### config.mk
export PLATFORM = sky130hd
export DESIGN_NAME = ckc_ctrl_flat
export DESIGN_NICKNAME = d
export VERILOG_FILES = /design/src/ckc_pkg.sv /design/src/ckc_if.sv /design/src/ckc_startup.sv /design/src/ckc_ctrl.sv /design/src/flat_wrapper.sv
export SDC_FILE = /design/constraint.sdc
export NUM_CORES = 1
export LEC_CHECK = 0
export BUFFER_PORTS_ARGS = -buffer_cell sky130_fd_sc_hd__buf_4
export CAP_MARGIN = 20
export CELL_PAD_IN_SITES_DETAIL_PLACEMENT = 1
export CELL_PAD_IN_SITES_GLOBAL_PLACEMENT = 2
export CORE_MARGIN = 4
export CORE_UTILIZATION = 41
export DETAILED_ROUTE_END_ITERATION = 10
export GPL_TIMING_DRIVEN = 0
export MAX_ROUTING_LAYER = met4
export PLACE_DENSITY = 0.86
export SYNTH_ARGS = -nofsm -noshare
export SYNTH_HDL_FRONTEND = slang
export SYNTH_SLANG_ARGS = --single-unit
### constraint.sdc
create_clock -name mclk_i -period 4.2 [get_ports mclk_i]
set_input_delay 0.84 -clock mclk_i [delete_from_list [all_inputs] [get_ports mclk_i]]
set_output_delay 0.84 -clock mclk_i [all_outputs]
set_load 0.05 [all_outputs]
### src/ckc_pkg.sv
// Shared constants and types of the system clock controller and its partner.
package ckc_pkg;

  // ----------------------------------------------------------------
  // Types
  // ----------------------------------------------------------------
  typedef enum logic [1:0] {
    CKC_HF   = 2'b00,
    CKC_ULP  = 2'b01,
    CKC_XTAL = 2'b10,
    CKC_EXT  = 2'b11
  } ckc_src_t;

  typedef enum logic [1:0] {
    CKC_ACTIVE  = 2'b00,
    CKC_IDLE    = 2'b01,
    CKC_STANDBY = 2'b10,
    CKC_PDOWN   = 2'b11
  } ckc_mode_t;

  // ----------------------------------------------------------------
  // Register offsets
  // ----------------------------------------------------------------
  localparam logic [5:0] CKC_A_MAIN_SEL  = 6'h00;
  localparam logic [5:0] CKC_A_MAIN_DIV  = 6'h01;
  localparam logic [5:0] CKC_A_MAIN_LOCK = 6'h02;
  localparam logic [5:0] CKC_A_MAIN_STAT = 6'h03;
  localparam logic [5:0] CKC_A_HF_CTRL   = 6'h10;
  localparam logic [5:0] CKC_A_HF_TRIM_A = 6'h11;
  localparam logic [5:0] CKC_A_HF_TRIM_B = 6'h12;
  localparam logic [5:0] CKC_A_ULP_CTRL  = 6'h18;
  localparam logic [5:0] CKC_A_XTAL_CTRL = 6'h1C;
  localparam logic [5:0] CKC_A_ERR_BASE  = 6'h20;

  // ----------------------------------------------------------------
  // Field positions and reset values
  // ----------------------------------------------------------------
  localparam int CKC_B_RSB     = 1;
  localparam int CKC_B_XEN     = 0;
  localparam int CKC_B_XSEL    = 2;
  localparam int CKC_B_XSUT    = 4;
  localparam int CKC_B_PEN     = 0;
  localparam int CKC_B_PDIV    = 1;
  localparam int CKC_B_LOCK    = 0;
  localparam logic [3:0] CKC_R_PDIV = 4'h8;
  localparam logic       CKC_R_PEN  = 1'b1;

  // ----------------------------------------------------------------
  // Timing counts
  // ----------------------------------------------------------------
  localparam logic [2:0]  CKC_KEY_WINDOW = 3'h4;
  localparam logic [15:0] CKC_EXT_SUT    = 16'h0002;
  localparam logic [15:0] CKC_ULP_EXTRA  = 16'h0004;
  localparam logic [15:0] CKC_XSUT_0     = 16'h0100;
  localparam logic [15:0] CKC_XSUT_1     = 16'h0400;
  localparam logic [15:0] CKC_XSUT_2     = 16'h1000;
  localparam logic [15:0] CKC_XSUT_3     = 16'h4000;
  localparam logic [4:0]  CKC_ULP_DIV_M1 = 5'h1F;
  localparam logic [15:0] CKC_BAUD_MIN   = 16'h004A;
  localparam int          CKC_ERR_SHIFT  = 10;

endpackage

### src/ckc_if.sv
// Interface joining the clock controller and its partner.
`timescale 1ns/100ps
`default_nettype none
interface ckc_if;
  import ckc_pkg::*;

  // Register port.
  logic [5:0] addr;
  logic [7:0] wdata;
  logic       wr;
  logic       rd;
  logic       key;
  logic [7:0] rdata;
  // Requests and sleep state from the partner.
  logic [3:0] per_req;
  logic       main_req;
  ckc_mode_t  mode;
  logic       nvm_busy;
  // Clocks handed out as a run level and one-cycle enables.
  logic       main_run;
  logic       per_tick;
  logic       ulp_1k_tick;

  modport dev (
    input  addr, wdata, wr, rd, key, per_req, main_req, mode, nvm_busy,
    output rdata, main_run, per_tick, ulp_1k_tick
  );
  modport host (
    output addr, wdata, wr, rd, key, per_req, main_req, mode, nvm_busy,
    input  rdata, main_run, per_tick, ulp_1k_tick
  );
endinterface
`default_nettype wire

### src/ckc_startup.sv
// Start-up counter that marks an oscillator stable after enough ticks.
`timescale 1ns/100ps
`default_nettype none
module ckc_startup #(
  parameter int W = 16
) (
  // Clock and reset.
  input  wire logic         mclk_i,
  input  wire logic         rst_b_i,
  // Oscillator side.
  input  wire logic         en_i,
  input  wire logic         tick_i,
  input  wire logic [W-1:0] limit_i,
  // Result.
  output logic              ready_o
);

  logic [W-1:0] cnt_q;

  // Count ticks while enabled; dropping the enable restarts the count.
  always_ff @(posedge mclk_i or negedge rst_b_i) begin
    if (!rst_b_i) begin
      cnt_q   <= '0;
      ready_o <= 1'b0;
    end else if (!en_i) begin
      cnt_q   <= '0;
      ready_o <= 1'b0;
    end else if (tick_i && !ready_o) begin
      cnt_q   <= cnt_q + 1'b1;
      ready_o <= (cnt_q + 1'b1) >= limit_i;
    end
  end

endmodule
`default_nettype wire

### src/ckc_ctrl.sv
// Clock controller: source select, prescaler, gating, trim and lock.
//
// Summary of operation
// - Stop sources neither used nor requested.
// - Standby-run bit keeps oscillator running except power-down.
// - Main clock runs in active/idle; standby on demand.
// - Power-down waits for memory operations before stopping.
// - Switch completes after start-up edges; pending blocks new selects.
// - Report switching flag and per-source stable status.
// - Partner never alters the crystal while it is the selected source; partner checks only the last select value it sent.
// - Peripheral clock is main clock divided 1 to 64.
// - Select and prescaler change only via protected write.
// - Reset selects high-frequency oscillator, divide by six.
// - Oscillator frequency taken from the fuse field.
// - Internal oscillators enable on peripheral request.
// - Crystal needs enable bit; enable overrides its pins.
// - Oscillator trims loaded from fuses at reset.
// - Trim writes refused by lock fuse, or by lock bit while high-frequency oscillator is selected.
// - Stored errors held as signed compressed bytes.
// - Partner compensates baud, target at least 0x4A.
// - Low-power oscillator gives a 1.024 kHz tick.
// - Low-power oscillator ready after start-up plus four.
// - Partner picks crystal or clock input and start-up.
// - Clock input on crystal pin uses two-cycle start-up.
// - External pin configured on request; two-cycle start-up.
//
// Local design decisions: strobed register access and the address map.
`timescale 1ns/100ps
`default_nettype none
module ckc_ctrl
  import ckc_pkg::*;
#(
  parameter logic [15:0] HF_SUT  = 16'h0040,
  parameter logic [15:0] ULP_SUT = 16'h0020
) (
  // Clock and reset.
  input  wire logic              mclk_i,
  input  wire logic              rst_b_i,
  // Partner side.
  ckc_if.dev                     bus,
  // Oscillator ticks, one per source, synchronous to mclk_i.
  input  wire logic [3:0]        osc_tick_i,
  // Fuses.
  input  wire logic [1:0]        fuse_freq_sel_i,
  input  wire logic              fuse_cal_lock_i,
  input  wire logic              fuse_lock_en_i,
  input  wire logic [6:0]        fuse_cal_i,
  input  wire logic [3:0]        fuse_tmp_i,
  input  wire logic [3:0][7:0]   fuse_err_i,
  // Oscillator and pin control.
  output logic [3:0]             osc_en_o,
  output logic [1:0]             hf_freq_sel_o,
  output logic [6:0]             hf_cal_o,
  output logic [3:0]             hf_tmp_o,
  output logic                   xtal_pin_ovr_o,
  output logic                   xtal_ext_o,
  output logic                   ext_pin_cfg_o
);

  // ----------------------------------------------------------------
  // Helpers
  // ----------------------------------------------------------------
  function automatic logic [6:0] div_of(input logic pen,
                                        input logic [3:0] pdiv);
    if (!pen) return 7'h01;
    unique case (pdiv)
      4'h0: return 7'h02;
      4'h1: return 7'h04;
      4'h2: return 7'h08;
      4'h3: return 7'h10;
      4'h4: return 7'h20;
      4'h5: return 7'h40;
      4'h8: return 7'h06;
      4'h9: return 7'h0A;
      4'hA: return 7'h0C;
      4'hB: return 7'h18;
      4'hC: return 7'h30;
      default: return 7'h01; // Reserved codes pass the clock through.
    endcase
  endfunction

  function automatic logic [15:0] sut_of(input logic [1:0] c);
    unique case (c)
      2'h0: return CKC_XSUT_0;
      2'h1: return CKC_XSUT_1;
      2'h2: return CKC_XSUT_2;
      2'h3: return CKC_XSUT_3;
    endcase
  endfunction

  function automatic logic is_prot(input logic [5:0] a);
    return a == CKC_A_MAIN_SEL || a == CKC_A_MAIN_DIV ||
           a == CKC_A_MAIN_LOCK || a == CKC_A_HF_CTRL ||
           a == CKC_A_HF_TRIM_A || a == CKC_A_HF_TRIM_B ||
           a == CKC_A_ULP_CTRL || a == CKC_A_XTAL_CTRL;
  endfunction

  // ----------------------------------------------------------------
  // State
  // ----------------------------------------------------------------
  ckc_src_t          sel_q;
  ckc_src_t          tgt_q;
  logic              pend_q;
  logic              lock_q;
  logic              init_q;
  logic              pen_q;
  logic [3:0]        pdiv_q;
  logic              hf_rsb_q;
  logic              ulp_rsb_q;
  logic              x_en_q;
  logic              x_rsb_q;
  logic              x_ext_q;
  logic [1:0]        x_sut_q;
  logic signed [7:0] err_q [4];
  logic [2:0]        win_q;
  logic              main_run_q, per_tick_q, ulp_tick_q;
  logic [5:0]        pc_q;
  logic [4:0]        uc_q;
  logic [7:0]        rdata_q;
  logic [3:0]        used, rsb, en_d;
  logic [3:0]        ready;
  logic [3:0]        stat;
  logic [15:0]       lim [4];
  logic              prot_ok, wr_p, cal_ok;
  logic [6:0]        div;
  logic              main_tick;

  assign prot_ok = win_q != 3'h0;
  assign wr_p    = bus.wr && prot_ok && is_prot(bus.addr);
  assign cal_ok  = !fuse_cal_lock_i && !(sel_q == CKC_HF && lock_q);
  assign div     = div_of(pen_q, pdiv_q);
  assign main_tick = osc_tick_i[sel_q] && main_run_q;

  assign bus.rdata       = rdata_q;
  assign bus.main_run    = main_run_q;
  assign bus.per_tick    = per_tick_q;
  assign bus.ulp_1k_tick = ulp_tick_q;

  // ----------------------------------------------------------------
  // Source demand and start-up
  // ----------------------------------------------------------------
  // A source, the crystal only while enabled, runs while it feeds the main clock,
  // is the switch target, is requested, or is held by its standby-run bit outside power-down.
  always_comb begin
    rsb = {1'b0, x_rsb_q, ulp_rsb_q, hf_rsb_q};
    for (int s = 0; s < 4; s++) begin
      used[s] = main_run_q && (sel_q == 2'(s) || (pend_q && tgt_q == 2'(s)));
      en_d[s] = used[s] || bus.per_req[s] ||
                (rsb[s] && bus.mode != CKC_PDOWN);
      stat[s] = ready[s] && (used[s] || bus.per_req[s]);
    end
    en_d[2] = en_d[2] && x_en_q;
    lim[0] = HF_SUT;
    lim[1] = ULP_SUT + CKC_ULP_EXTRA;
    lim[2] = x_ext_q ? CKC_EXT_SUT : sut_of(x_sut_q);
    lim[3] = CKC_EXT_SUT;
  end

  for (genvar g = 0; g < 4; g++) begin : g_su
    ckc_startup #(.W(16)) u_su (
      .mclk_i  (mclk_i),
      .rst_b_i (rst_b_i),
      .en_i    (osc_en_o[g]),
      .tick_i  (osc_tick_i[g]),
      .limit_i (lim[g]),
      .ready_o (ready[g])
    );
  end

  // Oscillator enables and pin overrides.
  always_ff @(posedge mclk_i or negedge rst_b_i) begin
    if (!rst_b_i) begin
      osc_en_o       <= 4'h1;
      xtal_pin_ovr_o <= 1'b0;
      xtal_ext_o     <= 1'b0;
      ext_pin_cfg_o  <= 1'b0;
    end else begin
      osc_en_o       <= en_d;
      xtal_pin_ovr_o <= x_en_q;
      xtal_ext_o     <= x_ext_q;
      ext_pin_cfg_o  <= en_d[3];
    end
  end

  // ----------------------------------------------------------------
  // Main clock gating and prescaler
  // ----------------------------------------------------------------
  // Once stopped in power-down the clock stays off until the mode leaves
  // it, so a late memory request cannot restart it behind sleep's back.
  always_ff @(posedge mclk_i or negedge rst_b_i) begin
    if (!rst_b_i) begin
      main_run_q <= 1'b1;
    end else begin
      unique case (bus.mode)
        CKC_ACTIVE, CKC_IDLE: main_run_q <= 1'b1;
        CKC_STANDBY: main_run_q <= bus.main_req || rsb[sel_q];
        CKC_PDOWN:   main_run_q <= main_run_q && bus.nvm_busy;
      endcase
    end
  end

  // Division counter; a smaller new factor wraps at once.
  always_ff @(posedge mclk_i or negedge rst_b_i) begin
    if (!rst_b_i) begin
      pc_q       <= 6'h00;
      per_tick_q <= 1'b0;
    end else if (main_tick && {1'b0, pc_q} >= div - 7'h01) begin
      pc_q       <= 6'h00;
      per_tick_q <= 1'b1;
    end else begin
      pc_q       <= main_tick ? pc_q + 6'h01 : pc_q;
      per_tick_q <= 1'b0;
    end
  end

  // Low-power oscillator divided by 32 for timers and supervisors.
  always_ff @(posedge mclk_i or negedge rst_b_i) begin
    if (!rst_b_i) begin
      uc_q       <= 5'h00;
      ulp_tick_q <= 1'b0;
    end else begin
      ulp_tick_q <= 1'b0;
      if (osc_tick_i[1] && ready[1]) begin
        uc_q       <= uc_q + 5'h01;
        ulp_tick_q <= uc_q == CKC_ULP_DIV_M1;
      end
    end
  end

  // ----------------------------------------------------------------
  // Protection window
  // ----------------------------------------------------------------
  always_ff @(posedge mclk_i or negedge rst_b_i) begin
    if (!rst_b_i) begin
      win_q <= 3'h0;
    end else if (bus.key) begin
      win_q <= CKC_KEY_WINDOW;
    end else if (wr_p) begin
      win_q <= 3'h0;
    end else if (prot_ok) begin
      win_q <= win_q - 3'h1;
    end
  end

  // ----------------------------------------------------------------
  // Source select, prescaler and lock
  // ----------------------------------------------------------------
  // A pending switch is never abandoned: a dead external clock is only
  // left through a system reset, so select writes are refused meanwhile.
  always_ff @(posedge mclk_i or negedge rst_b_i) begin
    if (!rst_b_i) begin
      sel_q  <= CKC_HF;
      tgt_q  <= CKC_HF;
      pend_q <= 1'b0;
      pen_q  <= CKC_R_PEN;
      pdiv_q <= CKC_R_PDIV;
      lock_q <= 1'b0;
      init_q <= 1'b0;
    end else begin
      init_q <= 1'b1;
      if (!init_q) lock_q <= fuse_lock_en_i;
      if (pend_q && ready[tgt_q]) begin
        sel_q  <= tgt_q;
        pend_q <= 1'b0;
      end
      if (wr_p && !lock_q && !pend_q && bus.addr == CKC_A_MAIN_SEL &&
          bus.wdata[1:0] != sel_q) begin
        tgt_q  <= ckc_src_t'(bus.wdata[1:0]);
        pend_q <= 1'b1;
      end
      if (wr_p && !lock_q && bus.addr == CKC_A_MAIN_DIV) begin
        pen_q  <= bus.wdata[CKC_B_PEN];
        pdiv_q <= bus.wdata[CKC_B_PDIV+:4];
      end
      if (wr_p && !lock_q && bus.addr == CKC_A_MAIN_LOCK)
        lock_q <= bus.wdata[CKC_B_LOCK];
    end
  end

  // ----------------------------------------------------------------
  // Oscillator control, trims and stored errors
  // ----------------------------------------------------------------
  // Fuse values are caught in the first cycle after reset release.
  always_ff @(posedge mclk_i or negedge rst_b_i) begin
    if (!rst_b_i) begin
      hf_freq_sel_o <= 2'h0;
      hf_cal_o      <= 7'h00;
      hf_tmp_o      <= 4'h0;
      for (int i = 0; i < 4; i++) err_q[i] <= 8'sh00;
    end else if (!init_q) begin
      hf_freq_sel_o <= fuse_freq_sel_i;
      hf_cal_o      <= fuse_cal_i;
      hf_tmp_o      <= fuse_tmp_i;
      for (int i = 0; i < 4; i++) err_q[i] <= signed'(fuse_err_i[i]);
    end else if (wr_p && cal_ok) begin
      if (bus.addr == CKC_A_HF_TRIM_A) hf_cal_o <= bus.wdata[6:0];
      if (bus.addr == CKC_A_HF_TRIM_B) hf_tmp_o <= bus.wdata[3:0];
    end
  end

  always_ff @(posedge mclk_i or negedge rst_b_i) begin
    if (!rst_b_i) begin
      hf_rsb_q  <= 1'b0;
      ulp_rsb_q <= 1'b0;
      x_en_q    <= 1'b0;
      x_rsb_q   <= 1'b0;
      x_ext_q   <= 1'b0;
      x_sut_q   <= 2'h0;
    end else if (wr_p) begin
      if (bus.addr == CKC_A_HF_CTRL)  hf_rsb_q  <= bus.wdata[CKC_B_RSB];
      if (bus.addr == CKC_A_ULP_CTRL) ulp_rsb_q <= bus.wdata[CKC_B_RSB];
      if (bus.addr == CKC_A_XTAL_CTRL) begin
        x_en_q  <= bus.wdata[CKC_B_XEN];
        x_rsb_q <= bus.wdata[CKC_B_RSB];
        x_ext_q <= bus.wdata[CKC_B_XSEL];
        x_sut_q <= bus.wdata[CKC_B_XSUT+:2];
      end
    end
  end

  // ----------------------------------------------------------------
  // Read port
  // ----------------------------------------------------------------
  always_ff @(posedge mclk_i or negedge rst_b_i) begin
    if (!rst_b_i) begin
      rdata_q <= 8'h00;
    end else if (bus.rd) begin
      unique case (bus.addr)
        CKC_A_MAIN_SEL:  rdata_q <= {6'h00, sel_q};
        CKC_A_MAIN_DIV:  rdata_q <= {3'h0, pdiv_q, pen_q};
        CKC_A_MAIN_LOCK: rdata_q <= {7'h00, lock_q};
        CKC_A_MAIN_STAT: rdata_q <= {stat, 3'h0, pend_q};
        CKC_A_HF_CTRL:   rdata_q <= {6'h00, hf_rsb_q, 1'b0};
        CKC_A_HF_TRIM_A: rdata_q <= {1'b0, hf_cal_o};
        CKC_A_HF_TRIM_B: rdata_q <= {fuse_cal_lock_i, 3'h0, hf_tmp_o};
        CKC_A_ULP_CTRL:  rdata_q <= {6'h00, ulp_rsb_q, 1'b0};
        CKC_A_XTAL_CTRL:
          rdata_q <= {2'h0, x_sut_q, 1'b0, x_ext_q, x_rsb_q, x_en_q};
        6'h20, 6'h21, 6'h22, 6'h23: rdata_q <= err_q[bus.addr[1:0]];
        default:         rdata_q <= 8'h00;
      endcase
    end
  end

endmodule
`default_nettype wire

### src/flat_wrapper.sv
// flat-port wrapper written by rule: the top's interface ports become plain ports
module ckc_ctrl_flat import ckc_pkg::*;
#(
  parameter logic [15:0] HF_SUT  = 16'h0040,
  parameter logic [15:0] ULP_SUT = 16'h0020
)
  (mclk_i, rst_b_i, osc_tick_i, fuse_freq_sel_i, fuse_cal_lock_i, fuse_lock_en_i, fuse_cal_i, fuse_tmp_i, fuse_err_i, osc_en_o, hf_freq_sel_o, hf_cal_o, hf_tmp_o, xtal_pin_ovr_o, xtal_ext_o, ext_pin_cfg_o, bus_addr, bus_wdata, bus_wr, bus_rd, bus_key, bus_per_req, bus_main_req, bus_mode, bus_nvm_busy, bus_rdata, bus_main_run, bus_per_tick, bus_ulp_1k_tick);
  ckc_if bus_i ();
  input  wire logic mclk_i;
  input  wire logic rst_b_i;
  input  wire logic [3:0] osc_tick_i;
  input  wire logic [1:0] fuse_freq_sel_i;
  input  wire logic fuse_cal_lock_i;
  input  wire logic fuse_lock_en_i;
  input  wire logic [6:0] fuse_cal_i;
  input  wire logic [3:0] fuse_tmp_i;
  input  wire logic [3:0][7:0] fuse_err_i;
  output logic [3:0] osc_en_o;
  output logic [1:0] hf_freq_sel_o;
  output logic [6:0] hf_cal_o;
  output logic [3:0] hf_tmp_o;
  output logic xtal_pin_ovr_o;
  output logic xtal_ext_o;
  output logic ext_pin_cfg_o;
  input wire logic [$bits(bus_i.addr)-1:0] bus_addr;
  input wire logic [$bits(bus_i.wdata)-1:0] bus_wdata;
  input wire logic [$bits(bus_i.wr)-1:0] bus_wr;
  input wire logic [$bits(bus_i.rd)-1:0] bus_rd;
  input wire logic [$bits(bus_i.key)-1:0] bus_key;
  input wire logic [$bits(bus_i.per_req)-1:0] bus_per_req;
  input wire logic [$bits(bus_i.main_req)-1:0] bus_main_req;
  input wire logic [$bits(bus_i.mode)-1:0] bus_mode;
  input wire logic [$bits(bus_i.nvm_busy)-1:0] bus_nvm_busy;
  output wire logic [$bits(bus_i.rdata)-1:0] bus_rdata;
  output wire logic [$bits(bus_i.main_run)-1:0] bus_main_run;
  output wire logic [$bits(bus_i.per_tick)-1:0] bus_per_tick;
  output wire logic [$bits(bus_i.ulp_1k_tick)-1:0] bus_ulp_1k_tick;
  assign bus_i.addr = bus_addr;
  assign bus_i.wdata = bus_wdata;
  assign bus_i.wr = bus_wr;
  assign bus_i.rd = bus_rd;
  assign bus_i.key = bus_key;
  assign bus_i.per_req = bus_per_req;
  assign bus_i.main_req = bus_main_req;
  assign bus_i.mode = bus_mode;
  assign bus_i.nvm_busy = bus_nvm_busy;
  assign bus_rdata = bus_i.rdata;
  assign bus_main_run = bus_i.main_run;
  assign bus_per_tick = bus_i.per_tick;
  assign bus_ulp_1k_tick = bus_i.ulp_1k_tick;
  ckc_ctrl #(.HF_SUT(HF_SUT), .ULP_SUT(ULP_SUT)) u_core (.mclk_i(mclk_i), .rst_b_i(rst_b_i), .bus(bus_i), .osc_tick_i(osc_tick_i), .fuse_freq_sel_i(fuse_freq_sel_i), .fuse_cal_lock_i(fuse_cal_lock_i), .fuse_lock_en_i(fuse_lock_en_i), .fuse_cal_i(fuse_cal_i), .fuse_tmp_i(fuse_tmp_i), .fuse_err_i(fuse_err_i), .osc_en_o(osc_en_o), .hf_freq_sel_o(hf_freq_sel_o), .hf_cal_o(hf_cal_o), .hf_tmp_o(hf_tmp_o), .xtal_pin_ovr_o(xtal_pin_ovr_o), .xtal_ext_o(xtal_ext_o), .ext_pin_cfg_o(ext_pin_cfg_o));
endmodule
==> reports/results.tsv, run 1 <==
stage	metric	value	unit
run_status	status	finished, final reports clean	
setup_path	flop2flop setup slack	1.01	ns
clock_network	Worst-Skew Late Latency	0.42	ns
cells_and_area	area of the multi-input gates	4941	um^2
synth	main combinational cell family by area after synthesis	simple AND/OR/NAND/NOR gates	
clock_network	Worst-path clk slew	0.07	ns
place	Port-buffer cells	102	
place	area post-placement	10590	um^2
route	WL per Instance	19.34	um
setup_path	WP data required	4.49	ns
global_route	first-pass GRT wire length	42960	um
synth	Main synth FF type	dfrtp_1	
die	die width	159.6	um
route	drt via density	5.552	
clock_network	CTS Buffer Depth	2	
sta	Slew headroom	34.95	%
place	Place WS	1.043	ns
global_route	GRT Total Usage	21.40	%
setup_path	Worst Path Buf+Inv	4	
power_and_ir_drop	maximum vdd drop	0.0001938	V
die	core area	22640	um^2
setup_path	most frequent cell on the critical path	o21ai_0	
cells_and_area	# fillers	2490	
global_route	pin count of the biggest net entering global routing	102	
sta	worst setup margin	1.007	ns
synth	Seq/Total Area, Yosys	43.32	%
setup_path	slowest stage delay, CP	0.37	ns
sta	Fmax	313.2	MHz
route	routed vias	7517	
die	Die Y	159.6	um
clock_network	cts repair resizes	0	
sta	Fin Setup TNS	0	ns
synth	asr flop ratio synth	100.0	%
die	row count	55	
setup_path	startpoint types	register	
route	router iterations before antenna repair	5	
cells_and_area	cell area after layout	11190	um^2
synth	Synth cell types	84	
global_route	number of global-route vias before repair	7898	
cells_and_area	Reg area	4084	um^2
cells_and_area	Final nets	1157	
cells_and_area	fin util	49.41	%
synth	register bit total from synthesis	163	
route	ANT nets after route	0	
clock_network	CTS buffer count	17	
place	dpl cells	1321	
route	drt total wl	26190	um
clock_network	CTS HTree Levels	4	
synth	Yosys top cell area share	42.21	%
die	die area	25480	um^2
synth	Avg Synthesized Cell Area	10.11	um^2
place	global placement routability congestion	0.8357	
sta	Final setup viols	0	
die	# IOs	109	
sta	fin crit share	76.03	%
global_route	GRT Residual Overflow	0	
setup_path	crit path cell chain	buf_4 -> inv_1 -> o21ai_0 -> inv_1 -> ha_1 -> clkbuf_1 -> nor4_1 -> o21ai_0 -> o31ai_1 -> a22oi_1 -> ha_1 -> a21o_1 -> a21oi_1 -> o21ai_0 -> and2_1 -> nor2b_1	
setup_path	worst path arrival time	3.49	ns
setup_path	Critical Path Fanout Max	10	
route	initial DRC count	323	
setup_path	worst r2r src	u_core.pdiv_q[2]	
synth	most common library cells after synthesis	159 x dfrtp_1, 72 x nand2_1, 54 x xnor2_1	
clock_network	post-CTS setup buffer count	0	
sta	Max Slew Vio Count	0	
cells_and_area	layout cells sized above 1	22.85	%
synth	mux cell area share after synthesis	11.31	%
clock_network	clock sink count	163	
synth	Synth Area in Simple Gates	19.88	%
global_route	initial antenna violation count	1	
synth	Yosys warnings	0	
synth	Yosys top cell by area	dfrtp_1	
synth	Syn Inst Count	932	
synth	Synth Net Count	1034	
sta	RSZ-0062 raised after global routing	no	
hold_path	worst hold path type	in2async	
route	Remaining DRCs	0	
run	max_cap viols	0	
setup_path	WS Path Type	reg2reg	
power_and_ir_drop	Power Density	345.1	nW/um^2
synth	count leader, synth	dfrtp_1	
setup_path	Worst setup EP type	register	
setup_path	worst-case reg-to-reg path depth	16	
setup_path	Crit path max-delay family	compound AO/OA/AOI/OAI gates	
sta	Worst-Margin Slew	0.9732	ns
clock_network	clock root buffer	clkbuf_16	
sta	final hold violations	0	
clock_network	Post-CTS Hold Fix Bufs	0	
setup_path	slowest CP cell	dfrtp_1	
cells_and_area	Final Non-Filler Cells	1354	
power_and_ir_drop	leak pwr	0.004874	uW
setup_path	worst reg2reg endpoint	u_core.bus.per_tick	
die	initial core utilization	41.64	%
place	post-DP HPWL	19310	um
synth	post-synthesis adder-cell area fraction	3.186	%
cells_and_area	Area Growth Syn to Fin	18.68	%
sta	skew final	0.007822	ns
synth	Synth Area in Compound Gates	11.22	%
synth	XOR/XNOR Fraction of Synth Area	6.783	%
synth	cell area after synthesis	9427	um^2
sta	post-route minimum period	3.193	ns
clock_network	CTS tree	built	
synth	Post-synth EDFFs	0	
synth	dominant cells by area after synthesis	dfrtp_1 42%, mux2_2 6.0%, xnor2_1 5.0%, and2_1 3.4%, ha_1 3.2%	
[report_power, final]
group          switching (uW)  total (uW)  internal (uW)
clock network             696        1600            901
registers                82.1        1740           1660
logic                     292         523            231
total                    1070        3860           2790
[registers in the layout, summed over array words and instances (netlist names), 2 cells and up]
name,count
u_core.err_q,32
u_core.sel_q,2
u_core.g_su.u_su.ready_o,4
u_core.pdiv_q,4
u_core.win_q,3
u_core.osc_en_o,3
u_core.hf_tmp_o,4
u_core.pc_q,6
u_core.bus.rdata,8
u_core.hf_cal_o,7
u_core.x_sut_q,2
u_core.g_su.u_su.cnt_q,64
u_core.uc_q,5
u_core.hf_freq_sel_o,2
u_core.tgt_q,2
[logic make-up (layout without fill, tap and decap cells)]
logic type	count (synthesis)	in the layout
simple gates	346	346
buf+inv	83	219
mux	84	84
other cells	1	2
flops	163	163
xor+xnor	73	73
fa+ha+maj	24	24
compound gates	158	158
[worst max-delay path by stage]
stage,startpoint,end,slack (ns),cells after the start
after floorplan,u_core.pdiv_q[3],u_core.bus.per_tick,1.48,15
after global placement,u_core.pen_q,u_core.bus.per_tick,1.08,14
after detailed placement,u_core.pdiv_q[2],u_core.bus.per_tick,1.04,16
after CTS,u_core.pdiv_q[2],u_core.bus.per_tick,1.01,16
after global routing,u_core.pen_q,u_core.pc_q[4],0.62,14
final,u_core.pdiv_q[2],u_core.bus.per_tick,1.01,16
[per-stage QoR]
step	hold WS [ns]	total power, uW
2_1_floorplan	0.3836	2067
3_3_place_gp	0.4520	2274
3_5_place_dp	0.4524	2301
4_1_cts	0.3581	3902
5_1_grt	0.3729	4037
6_report	0.3367	3860
[area by class of cell]
| class | count | share of cell area (%) |
|---|---|---|
| Antenna cell | 1 | 0.02237 |
| Buffer | 54 | 2.617 |
| Clock buffer | 18 | 3.926 |
| Clock inverter | 14 | 1.376 |
| Inverter | 29 | 0.9730 |
| Multi-Input combinational cell | 686 | 44.17 |
| Sequential cell | 163 | 36.51 |
| Tap cell | 285 | 3.188 |
| Timing Repair Buffer | 104 | 7.225 |
[placed cells by master (no fill, tap or decap), types with 23 or more instances in the layout]
cell | netlist | routed
nand2_1 | 72 | 72
xnor2_1 | 54 | 54
dfrtp_1 | 159 | 159
o21ai_0 | 33 | 33
nor3_1 | 23 | 23
mux2_2 | 50 | 50
ha_1 | 24 | 24
and2_1 | 51 | 51
nand4_1 | 25 | 25
inv_1 | 28 | 28
clkbuf_1 | 32 | 32
nand3_1 | 35 | 35
a21oi_1 | 32 | 32
nor2_1 | 46 | 46
buf_4 | 6 | 108
[routing by layer]
layer / global-route usage, % / vias to the layer above / part of all wire [%]
met3: 5.239 / 26 / 5.2
met5: - / - / 0
met1: 27.63 / 3762 / 45
met4: 5.207 / 0 / 1.7
li1: - / 3585 / -
met2: 34.17 / 144 / 48
Power figures use the tool's default switching activity.
==> inputs of run 2 (changes only) <==
--- a/config.mk
+++ b/config.mk
@@ -5,16 +5,17 @@
 export SDC_FILE = /design/constraint.sdc
 export NUM_CORES = 1
 export LEC_CHECK = 0
+export ABC_AREA = 1
 export BUFFER_PORTS_ARGS = -buffer_cell sky130_fd_sc_hd__buf_4
 export CAP_MARGIN = 20
 export CELL_PAD_IN_SITES_DETAIL_PLACEMENT = 1
 export CELL_PAD_IN_SITES_GLOBAL_PLACEMENT = 2
 export CORE_MARGIN = 4
-export CORE_UTILIZATION = 41
+export CORE_UTILIZATION = 31
 export DETAILED_ROUTE_END_ITERATION = 10
 export GPL_TIMING_DRIVEN = 0
 export MAX_ROUTING_LAYER = met4
-export PLACE_DENSITY = 0.86
+export PLACE_DENSITY = 0.77
 export SYNTH_ARGS = -nofsm -noshare
 export SYNTH_HDL_FRONTEND = slang
 export SYNTH_SLANG_ARGS = --single-unit
==> constraint.sdc (replaced) <==
create_clock -name mclk_i -period 2.79 [get_ports mclk_i]
set_input_delay 0.558 -clock mclk_i [delete_from_list [all_inputs] [get_ports mclk_i]]
set_output_delay 0.558 -clock mclk_i [all_outputs]
set_load 0.05 [all_outputs]
==> run 2 against run 1 <==
Utilization decreased by 11 points. Synthesized area down 2.4%. Clock skew is 0.0064 ns higher. Clock power up 64%. Worst setup slack worse by 0.83 ns. Synthesized cell count rose by 30%. Critical path type unchanged. Critical endpoint is now u_core.pc_q[5]. Largest power group unchanged.
==> reports/results.tsv, run 2 <==
stage	metric	value	unit
global_route	GR peak layer	met2	
route	WL per Instance	16.39	um
power_and_ir_drop	Power Density	555.2	nW/um^2
sta	Fmax	383.1	MHz
sta	skew final	0.01427	ns
setup_path	worst r2r src	u_core.pen_q	
sta	hold slack	0.03476	ns
synth	dominant cells by area after synthesis	dfrtp_1 43%, nand2_1 16%, inv_1 5.8%, nand3_1 5.1%, ha_1 3.3%	
sta	RSZ-0062 raised after global routing	no	
synth	Main synth FF type	dfrtp_1	
global_route	number of global-route vias before repair	9013	
setup_path	Crit path max-delay family	flip-flops	
synth	count leader, synth	nand2_1	
power_and_ir_drop	maximum vdd drop	0.0004265	V
sta	post-route minimum period	2.610	ns
sta	Slew headroom	50.91	%
setup_path	Worst setup EP type	register	
cells_and_area	most common cell after layout, fill and taps aside	nand2_1	
sta	Final setup viols	0	
global_route	met1 Resource Use GR	25.10	%
synth	Yosys top cell by area	dfrtp_1	
die	initial core utilization	31.70	%
clock_network	Worst-path clk slew	0.07	ns
setup_path	most frequent cell on the critical path	inv_1	
route	drt via density	4.868	
global_route	GRT Residual Overflow	0	
cells_and_area	layout cells sized above 1	15.23	%
route	router iterations before antenna repair	6	
synth	Avg Synthesized Cell Area	7.589	um^2
die	die width	180.3	um
clock_network	CTS tree	built	
sta	Max Slew Vio Count	0	
synth	Syn Inst Count	1212	
route	ANT nets after route	0	
setup_path	Worst Path Buf+Inv	4	
synth	asr flop ratio synth	100.0	%
synth	most common library cells after synthesis	403 x nand2_1, 159 x dfrtp_1, 141 x inv_1	
global_route	met2 Use GR	29.51	%
cells_and_area	# fillers	3595	
setup_path	startpoint types	register	
synth	cell area after synthesis	9198	um^2
route	initial DRC count	417	
setup_path	worst reg2reg endpoint	u_core.pc_q[5]	
global_route	initial antenna violation count	0	
run	max_cap viols	0	
global_route	GRT met3 Usage	2.140	%
route	routed vias	8456	
synth	Post-synth EDFFs	0	
setup_path	flop2flop setup slack	0.18	ns
place	area post-placement	10510	um^2
place	Port-buffer cells	106	
clock_network	clock root buffer	clkbuf_16	
global_route	first-pass GRT wire length	47440	um
power_and_ir_drop	leak pwr	0.005439	uW
synth	register bit total from synthesis	163	
setup_path	Critical Path Fanout Max	5	
synth	Yosys warnings	0	
power_and_ir_drop	Design Power	6212	uW
cells_and_area	Final nets	1442	
sta	Worst-Margin Slew	0.7303	ns
clock_network	CTS buffer count	17	
setup_path	crit path cell chain	inv_1 -> o31ai_4 -> ha_2 -> inv_1 -> nor2_1 -> xor2_1 -> ha_1 -> a21oi_1 -> nand2_1 -> a21o_1 -> nand2_1 -> inv_1 -> nand2_2 -> inv_2 -> nor2_1	
die	Die Y	180.3	um
synth	Synth cell types	54	
setup_path	WS Path Type	reg2reg	
clock_network	Post-CTS Hold Fix Bufs	0	
cells_and_area	Area Growth Syn to Fin	21.64	%
setup_path	worst path arrival time	2.95	ns
clock_network	CTS Buffer Depth	2	
cells_and_area	most frequent cells in the layout	402 x nand2_1, 158 x dfrtp_1, 140 x inv_1	
die	die area	32490	um^2
setup_path	slowest CP cell	dfstp_2	
setup_path	worst-case reg-to-reg path depth	15	
setup_path	slowest stage delay, CP	0.58	ns
sta	final hold violations	0	
synth	Yosys top cell area share	43.26	%
setup_path	WP data required	3.13	ns
die	core area	29010	um^2
run_status	status	finished, final reports clean	
sta	Fin Setup TNS	0	ns
die	row count	62	
synth	Synth Net Count	1314	
clock_network	Worst-Skew Late Latency	0.43	ns
global_route	pin count of the biggest net entering global routing	112	
clock_network	CTS HTree Levels	4	
hold_path	worst hold path type	in2async	
synth	Seq/Total Area, Yosys	44.40	%
cells_and_area	cell area after layout	11190	um^2
route	drt total wl	28480	um
clock_network	clock sink count	163	
place	global placement routability congestion	0.7959	
sta	fin crit share	93.55	%
global_route	GRT Total Usage	18.29	%
cells_and_area	largest reg by FF count	u_core.g_su.u_su.cnt_q	
cells_and_area	ANT cells	0	
die	# IOs	109	
place	post-DP HPWL	21800	um
cells_and_area	Largest register FFs	64	
route	Remaining DRCs	0	
## run 2: cell types whose count changed after synthesis, moves of 15 or more
cell	change
and2_1	-49
and3_1	-15
inv_1	+113
mux2_2	-48
mux2i_1	-18
nand2_1	+331
nand3_1	+58
nor2_1	+31
o21ai_0	+24
o22ai_1	+21
or3_1	-17
xnor2_1	-49
## run 2: cell type report
type / count / area, um^2 / share of cell area (%)
tap: 384 / 480.5 / 4.294
inverter: 146 / 549.3 / 4.909
sequential: 163 / 4085 / 36.51
multi-input combinational: 877 / 4466 / 39.91
clock inverter: 15 / 219.0 / 1.957
timing repair buffer: 109 / 845.8 / 7.560
buffer: 26 / 117.6 / 1.051
clock buffer: 17 / 425.4 / 3.802
## run 2: how the worst max path moves through the flow
stage,from,depth (start not counted),end,slack [ns]
2_1_floorplan,u_core.pen_q,15,u_core.pc_q[3],0.34
3_3_place_gp,rst_b_i,1,u_core.g_su[2].u_su.cnt_q[1],0.03
3_5_place_dp,u_core.pen_q,15,u_core.pc_q[5],-0.1
4_1_cts,u_core.pen_q,16,u_core.pc_q[5],0.06
5_1_grt,u_core.pen_q,15,u_core.pc_q[3],0.01
6_report,u_core.pen_q,15,u_core.pc_q[5],0.18
## run 2: routing by layer
layer | routed length, um | vias up
met2 | 13490 | 124
met1 | 14030 | 4111
li1 | - | 4203
met4 | 250 | 0
met3 | 703 | 18
met5 | 0 | -
## run 2: cell families after synthesis
| kind of cell | after synthesis | share of synthesized area (%) |
|---|---|---|
| AND/OR/NAND/NOR | 655 | 31.03 |
| buffers and inverters | 172 | 7.251 |
| flip-flops | 163 | 44.40 |
| AO/OA/AOI/OAI | 162 | 10.46 |
| XOR/XNOR | 33 | 3.306 |
| adder cells (fa/ha/maj) | 24 | 3.265 |
| multiplexers | 2 | 0.2448 |
| other | 1 | 0.04077 |
## run 2: per-stage QoR
step | instances | utilization (%) | setup slack [ns]
after floorplan | 1212 | - | 0.3420
after global placement | 1702 | 36.10 | 0.02891
after detailed placement | 1703 | 36.22 | -0.09827
after CTS | 1735 | 38.49 | 0.05707
after global routing | 1737 | 38.56 | 0.01104
final | 1737 | 38.56 | 0.1799
## run 2: repair_timing
| action | CTS | global route |
|---|---|---|
| setup buffers | 0 | 2 |
| setup endpoints to repair | 7 | 7 |
| gates resized for setup | 2 | 4 |
| pin swaps | 0 | 2 |
| hold endpoints to repair | 0 | 0 |
## run 2: power by group
part           total [uW]  switching (uW)  internal (uW)
Clock                2630            1090           1530
Combinational         923             596            328
Sequential           2660             144           2520
Total                6210            1830           4380
